===== src/hdl/scsc_params.svh =====
// Offsets, data width, reset value and codes of the system clock select control.
`ifndef SCSC_PARAMS_SVH
`define SCSC_PARAMS_SVH

// ----------------------------------------------------------------------
// Register byte addresses on the bus.
// ----------------------------------------------------------------------
`define SCSC_CTRL_OFFSET 8'hd8
`define SCSC_STAT_OFFSET 8'hdc

// ----------------------------------------------------------------------
// Control register reset value and data width.
// ----------------------------------------------------------------------
`define SCSC_CTRL_RESET 8'h03
`define SCSC_REG_W 8

// ----------------------------------------------------------------------
// Divider codes and the terminal count of each.
// ----------------------------------------------------------------------
`define SCSC_DIV_BY16 2'h0
`define SCSC_DIV_BY4 2'h1
`define SCSC_DIV_BY2 2'h2
`define SCSC_DIV_BY1 2'h3
`define SCSC_TERM_BY16 4'hf
`define SCSC_TERM_BY4 4'h3
`define SCSC_TERM_BY2 4'h1
`define SCSC_TERM_BY1 4'h0

// ----------------------------------------------------------------------
// Bus codes.
// ----------------------------------------------------------------------
`define SCSC_HTRANS_ACTIVE_BIT 1
`define SCSC_HRESP_OKAY 1'b0

`endif


===== src/hdl/scsc_pkg.sv =====
// Types shared by the system clock select control files.
`default_nettype none

package scsc_pkg;

    // Prescaler code held in the control register.
    typedef logic [1:0] scsc_div_t;

    // Layout of the control register, bit 7 down to bit 0.
    typedef struct packed {
        logic slow_source_type;
        logic fast_source_type;
        logic reserved5;
        logic idle_peripheral_clock_stop;
        logic fast_oscillator_stop;
        logic system_source_select;
        scsc_div_t system_clock_divider;
    } scsc_ctrl_t;

endpackage

`default_nettype wire


===== src/hdl/scsc_tick_if.sv =====
// Carrier of one synchronised oscillator tick between the sync block and the top.
`default_nettype none

interface scsc_tick_if;
    logic pulse;
    modport src (output pulse);
    modport dst (input pulse);
endinterface

`default_nettype wire


===== src/hdl/scsc_top.sv =====
// System clock source selection, prescaler and peripheral gating with its bus slave.
`include "scsc_params.svh"
`default_nettype none

module scsc_top #(
    parameter int ADDR_W = 32
) (
    input wire logic ref_clk,
    input wire logic reset,
    input wire logic hsel,
    input wire logic [ADDR_W-1:0] haddr,
    input wire logic [1:0] htrans,
    input wire logic hwrite,
    input wire logic [2:0] hsize,
    input wire logic [31:0] hwdata,
    input wire logic hready,
    output logic hreadyout,
    output logic [31:0] hrdata,
    output logic hresp,
    input wire logic slow_osc_tick,
    input wire logic fast_osc_tick,
    input wire logic idle_mode,
    output logic sys_clk_en,
    output logic periph_clk_en,
    output logic fast_osc_run,
    output logic slow_crystal_select,
    output logic fast_crystal_select
);
    import scsc_pkg::*;

    // ------------------------------------------------------------------
    // Oscillator tick synchronisers.
    // ------------------------------------------------------------------
    scsc_tick_if slow_tick ();
    scsc_tick_if fast_tick ();

    scsc_tick_sync u_slow_sync (
        .ref_clk(ref_clk),
        .reset(reset),
        .osc_pin(slow_osc_tick),
        .tick(slow_tick.src)
    );

    scsc_tick_sync u_fast_sync (
        .ref_clk(ref_clk),
        .reset(reset),
        .osc_pin(fast_osc_tick),
        .tick(fast_tick.src)
    );

    // ------------------------------------------------------------------
    // State.
    // ------------------------------------------------------------------
    scsc_ctrl_t ctrl;
    scsc_ctrl_t next_ctrl;
    scsc_ctrl_t wdata;
    logic wr_ctrl;
    logic next_wr_ctrl;
    logic [31:0] next_hrdata;
    logic act_sel;
    logic next_act_sel;
    scsc_div_t act_div;
    scsc_div_t next_act_div;
    logic [3:0] cnt;
    logic [3:0] next_cnt;
    logic next_sys_clk_en;
    logic next_periph_clk_en;
    logic next_fast_osc_run;
    logic tick;
    logic boundary;
    logic [3:0] term;
    logic addr_phase;

    // Terminal count of the divider for a prescaler code.
    function automatic logic [3:0] div_term(input scsc_div_t code);
        logic [3:0] t;
        t = `SCSC_TERM_BY1;
        case (code)
            `SCSC_DIV_BY16: t = `SCSC_TERM_BY16;
            `SCSC_DIV_BY4: t = `SCSC_TERM_BY4;
            `SCSC_DIV_BY2: t = `SCSC_TERM_BY2;
            default: t = `SCSC_TERM_BY1;
        endcase
        return t;
    endfunction

    // Selected source tick and the end of the current output period.
    assign tick = act_sel ? fast_tick.pulse : slow_tick.pulse;
    assign term = div_term(act_div);
    assign boundary = tick && (cnt >= term);
    assign wdata = scsc_ctrl_t'(hwdata[`SCSC_REG_W-1:0]);
    assign addr_phase = hsel && hready && htrans[`SCSC_HTRANS_ACTIVE_BIT];

    // ------------------------------------------------------------------
    // Bus slave: zero wait states, always OKAY.
    // ------------------------------------------------------------------

    // A write is taken in its address phase and applied in its data phase.
    // Read data are built from next_ctrl so a read right behind a write
    // already sees the written value.
    always_comb begin
        next_wr_ctrl = addr_phase && hwrite && (haddr == ADDR_W'(`SCSC_CTRL_OFFSET));
        next_hrdata = 32'h0000_0000;
        if (addr_phase && !hwrite && (haddr == ADDR_W'(`SCSC_CTRL_OFFSET))) begin
            next_hrdata = {24'h00_0000, next_ctrl};
        end else if (addr_phase && !hwrite && (haddr == ADDR_W'(`SCSC_STAT_OFFSET))) begin
            next_hrdata = {28'h000_0000, next_fast_osc_run, next_act_div, next_act_sel};
        end
    end

    always_ff @(posedge ref_clk) begin
        if (reset) begin
            wr_ctrl <= 1'b0;
            hrdata <= 32'h0000_0000;
            hreadyout <= 1'b1;
            hresp <= `SCSC_HRESP_OKAY;
        end else begin
            wr_ctrl <= next_wr_ctrl;
            hrdata <= next_hrdata;
            hreadyout <= 1'b1;
            hresp <= `SCSC_HRESP_OKAY;
        end
    end

    // ------------------------------------------------------------------
    // Control register with mode-gated fields.
    // ------------------------------------------------------------------

    // Each gated field is checked on its own; a refused field keeps its value and
    // the rest of the same write still lands. Gating on both the written
    // select and the select in use closes the window where a switch is
    // still waiting for the period boundary.
    always_comb begin
        next_ctrl = ctrl;
        if (wr_ctrl) begin
            if (ctrl.system_source_select && act_sel) begin
                next_ctrl.slow_source_type = wdata.slow_source_type;
            end
            if (!ctrl.system_source_select && !act_sel) begin
                next_ctrl.fast_source_type = wdata.fast_source_type;
            end
            next_ctrl.idle_peripheral_clock_stop = wdata.idle_peripheral_clock_stop;
            if (!ctrl.system_source_select && !act_sel) begin
                next_ctrl.fast_oscillator_stop = wdata.fast_oscillator_stop;
            end
            if (!ctrl.fast_oscillator_stop) begin
                next_ctrl.system_source_select = wdata.system_source_select;
            end
            next_ctrl.system_clock_divider = wdata.system_clock_divider;
        end
        next_ctrl.reserved5 = 1'b0;
    end

    always_ff @(posedge ref_clk) begin
        if (reset) begin
            ctrl <= scsc_ctrl_t'(`SCSC_CTRL_RESET);
        end else begin
            ctrl <= next_ctrl;
        end
    end

    // ------------------------------------------------------------------
    // System clock enable generation.
    // ------------------------------------------------------------------

    // Source and divider are only taken over at a period boundary, so the
    // output period never mixes two settings and no pulse comes short at a divider change.
    always_comb begin
        next_cnt = cnt;
        next_act_sel = act_sel;
        next_act_div = act_div;
        next_sys_clk_en = 1'b0;
        next_periph_clk_en = 1'b0;
        if (boundary) begin
            next_cnt = 4'h0;
            next_sys_clk_en = 1'b1;
            next_periph_clk_en = !(idle_mode && ctrl.idle_peripheral_clock_stop);
            next_act_sel = ctrl.system_source_select;
            next_act_div = ctrl.system_clock_divider;
        end else if (tick) begin
            next_cnt = cnt + 4'h1;
        end
        // The fast oscillator stops only once the system really runs slow.
        next_fast_osc_run = !(ctrl.fast_oscillator_stop && !act_sel);
    end

    always_ff @(posedge ref_clk) begin
        if (reset) begin
            cnt <= 4'h0;
            act_sel <= 1'b0;
            act_div <= `SCSC_DIV_BY1;
            sys_clk_en <= 1'b0;
            periph_clk_en <= 1'b0;
            fast_osc_run <= 1'b1;
            slow_crystal_select <= 1'b0;
            fast_crystal_select <= 1'b0;
        end else begin
            cnt <= next_cnt;
            act_sel <= next_act_sel;
            act_div <= next_act_div;
            sys_clk_en <= next_sys_clk_en;
            periph_clk_en <= next_periph_clk_en;
            fast_osc_run <= next_fast_osc_run;
            slow_crystal_select <= ctrl.slow_source_type;
            fast_crystal_select <= ctrl.fast_source_type;
        end
    end
endmodule

`default_nettype wire


===== src/hdl/scsc_tick_sync.sv =====
// Two-flop synchroniser with rising edge detector for one oscillator tick pin.
`default_nettype none

module scsc_tick_sync (
    input wire logic ref_clk,
    input wire logic reset,
    input wire logic osc_pin,
    scsc_tick_if.src tick
);
    logic meta;
    logic stable;
    logic prev;
    logic next_pulse;

    // Edge detect looks only at the second stage, never at the first.
    always_comb begin
        next_pulse = stable & ~prev;
    end

    // The first stage feeds only the second stage.
    always_ff @(posedge ref_clk) begin
        if (reset) begin
            // The chain is parked high so that a pin which is already high at
            // release is not taken for a fresh edge. That false tick would cut
            // short the first divided period after reset.
            meta <= 1'b1;
            stable <= 1'b1;
            prev <= 1'b1;
            tick.pulse <= 1'b0;
        end else begin
            meta <= osc_pin;
            stable <= meta;
            prev <= stable;
            tick.pulse <= next_pulse;
        end
    end
endmodule

`default_nettype wire


===== config.mk =====
export PLATFORM = sky130hd
export DESIGN_NAME = scsc_top
export DESIGN_NICKNAME = d
export VERILOG_FILES = /design/src/hdl/scsc_pkg.sv /design/src/hdl/scsc_tick_if.sv /design/src/hdl/scsc_top.sv /design/src/hdl/scsc_tick_sync.sv
export VERILOG_INCLUDE_DIRS = /design/src /design/src/hdl
export SDC_FILE = /design/constraint.sdc
export NUM_CORES = 1
export LEC_CHECK = 0
export BUFFER_PORTS_ARGS = -buffer_cell sky130_fd_sc_hd__buf_4
export CORE_ASPECT_RATIO = 0.75
export CORE_MARGIN = 2
export CORE_UTILIZATION = 38
export DETAILED_ROUTE_END_ITERATION = 8
export PLACE_DENSITY = 0.88
export SLEW_MARGIN = 0
export SYNTH_ARGS = -nofsm -noshare
export SYNTH_HDL_FRONTEND = slang
export SYNTH_SLANG_ARGS = --single-unit

===== constraint.sdc =====
create_clock -name ref_clk -period 1.9 [get_ports ref_clk]
set_input_delay 0.095 -clock ref_clk [delete_from_list [all_inputs] [get_ports ref_clk]]
set_output_delay 0.095 -clock ref_clk [all_outputs]
set_load 0.02 [all_outputs]

==> impl_metrics.ini <==
[run_status]
status = finished, final reports clean

[yosys]
yosysWarnings = 0
ys_seq_elements = 35
synth_most_common_cell = dfxtp_1
syn_inst = 183
synth_area_um2 = 1830
synth-edff-count = 0
ys_top_cells_by_count = 35 x dfxtp_1, 28 x buf_4, 11 x nor2_1
yosysTopAreaCell = dfxtp_1
ys_seq_area_frac = 0.383
yosys-top-cells-area = dfxtp_1 38%, buf_4 11%, mux2i_1 4.9%, nor4_4 3.5%, ha_1 3.4%
ys_types = 40
async_reset_ff_frac = 0
syn_avg_cell_area_um2 = 10.0
synth-main-ff-cell = dfxtp_1
synth_top_area_frac = 0.383

[min_path]
min_to = wr_ctrl
holdCritPathClass = in2reg
holdPathStages = 3
min_from = hwrite

[timing]
final_hold_viol_count = 0
finalMaxSlewViolations = 0
layout_min_cycle_time_ps = 1820
final-setup-viol-count = 0
hold_ws_ps = 49.2
fmaxAchievable_mhz = 549
fin_skew_ps = 4.58
period_share = 0.958
rsz0062_at_grt = no
fin_tns_setup_ps = 0

[clocking]
htreeDepth = 2
clock_latency_ps = 290
cts.sinks = 35
cts-root-buf = clkbuf_8
cts_tree = done
cts_buffers = 5
path_clk_slew_ps = 70
cts.path.max_buffers = 2

[critical_path]
worstSetupPathType = reg2reg
r2r-start = act_div[0]
path_cells = or2_4 -> ha_4 -> a211oi_4 -> o21a_2 -> nor2_8 -> a2111oi_2
critPathCaptureType = register
required_ps = 2090
cp_slowest_cell = dfxtp_1
reg2reg_depth = 6
critical-path-top-delay-family = compound AO/OA/AOI/OAI gates
path_depth = 6
slowest_delay_ps = 330
cp.arrival_ps = 2010
reg2reg_setup_slack_ps = 80
path_buf_inv = 0
cp-start-kind = register
crit_fanout = 4
reg2reg_to = hrdata[1]

[route]
via_per_inst = 4.58
initialDrtViolationCount = 73
drc = 0
routedWlPerCell_um = 12.5
drt_wl_total_mm = 3.87
vias = 1415
first_pass_iters = 4
drtAntennaViolNets = 0

[pwr]
p_sw_frac = 0.234
power.switching_mw = 0.385
leakage_nw = 1.09
power_frac_clock = 0.429
comb_power_share = 0.118
powerDensity_nw_per_um2 = 667
p_seq_frac = 0.453
p_total_mw = 1.64
p_int_mw = 1.26
max-vdd-ir-drop_uv = 474

[finish]
drive_gt1_frac = 0.456
nFillCells = 399
nets = 333
area_delta_synth_final_pct = 34.4
n_antenna_cell = 0
finalNonFillerCells = 309

[floorplanning]
die-area_um2 = 5390
rows = 21
die_y_um = 64.1
initial_core_util = 0.403
io_pins = 116
die_x_um = 84.1
core_area_um2 = 4550

[run]
drv_cap = 0

[place]
gp_congestion = 0.883
placed_cells = 297
portBuffers = 59
post-dp-hpwl_mm = 2.95

[global_routing]
antenna_found_initial = 0
grt_pass1_wl_mm = 6.17
grt_start_max_net_pins = 29
grt_util_all_layers = 0.147
grt_overflow = 0
grt_pass1_vias = 1390
-- metrics by stage --
| step | cell area [µm²] | utilization | setup slack [ps] |
|---|---|---|---|
| 2_1_floorplan | 1930 | - | 53.0 |
| 3_3_place_gp | 2250 | 0.495 | -51.2 |
| 3_5_place_dp | 2250 | 0.495 | -144 |
| 4_1_cts | 2430 | 0.535 | 20.0 |
| 5_1_grt | 2460 | 0.541 | 3.05 |
| 6_report | 2460 | 0.541 | 79.3 |
-- sequential cells by signal (all words and copies together) (netlist names) --
signal / cells
u_slow_sync.meta: 1
periph_clk_en: 1
hrdata: 7
slow_crystal_select: 1
act_div: 2
u_slow_sync.stable: 1
sys_clk_en: 1
wr_ctrl: 1
fast_osc_run: 1
fast_crystal_select: 1
u_fast_sync.stable: 1
u_slow_sync.prev: 1
act_sel: 1
u_fast_sync.tick.pulse: 1
cnt: 4
u_fast_sync.meta: 1
ctrl: 7
u_slow_sync.tick.pulse: 1
u_fast_sync.prev: 1
-- cell usage in the layout (no fill, tap or decap), types with 2 or more instances in the layout --
cell type       n
inv_1           2
nand4b_2        2
nor4_4          3
clkbuf_8        6
nand2_1         8
dfxtp_1        35
nor2_1         11
or2b_2          3
ha_1            3
a2111oi_2       3
or4_4           5
nand4_1         2
xor2_1          2
nand3_1         7
conb_1         27
nor3_2          3
buf_4          66
a21oi_1         6
o21ai_1         3
or2_1           2
and2b_2         4
nor2b_1         5
nor3b_1         3
mux2i_1         9
or2_2           4
nor3_1          4
dlygate4sd3_1   3
-- area by class of cell --
class | count | area (µm²) | area share
Inverter | 3 | 11.3 | 0.00458
Clock inverter | 2 | 35.0 | 0.0142
Clock buffer | 6 | 82.6 | 0.0336
Tap cell | 57 | 71.3 | 0.0290
Multi-Input combinational cell | 137 | 1030 | 0.420
Sequential cell | 35 | 701 | 0.285
Timing Repair Buffer | 69 | 526 | 0.214
-- worst max path at each step --
stage,start,to,slack [ps]
final,act_div[0],hrdata[1],80
after global routing,act_div[1],cnt[1],3
after floorplan,act_div[0],hrdata[0],50
after CTS,act_div[0],cnt[0],20
after detailed placement,act_div[0],hrdata[0],-140
after global placement,act_div[0],hrdata[0],-50
-- logic make-up (layout without fill, tap and decap cells) --
group,count (synthesis),count (layout),share of synthesized area
muxes,11,11,0.0615
xor gates and xnor gates,3,3,0.0144
DFF,35,35,0.383
adders and majority gates,5,5,0.0342
other,2,27,0.00410
buffers and inverters,36,80,0.135
and+or+nand+nor,73,73,0.296
AOI/OAI and AO/OA,18,18,0.0718
-- layer usage --
metal	vias to the layer above	share of wire	track usage
li1	709	-	-
met1	645	0.40	0.163
met2	52	0.49	0.250
met3	9	0.078	0.0465
met4	0	0.025	0.0786
met5	-	0	0
-- tightest hold or removal path, cell delays in order --
cell,delay (ps)
buf_4,120
nand3_1,60
nor2_1,40
-- power by group through the flow --
stage               Sequential (mW)  Combinational (mW)  Clock [mW]
floorplan                     0.760               0.141           0
global placement              0.760               0.183           0
detailed placement            0.760               0.187           0
CTS                           0.743               0.193       0.712
global route                  0.744               0.209       0.745
finish                        0.743               0.194       0.704
-- what timing repair did --
action / CTS / global route
setup endpoints to repair: 11 / 7
pin swaps: 1 / 1
hold endpoints to repair: 3 / 0
buffers inserted: 0 / 1
hold buffers: 3 / 0
gates resized for setup: 6 / 4
Power figures use the tool's default switching activity.
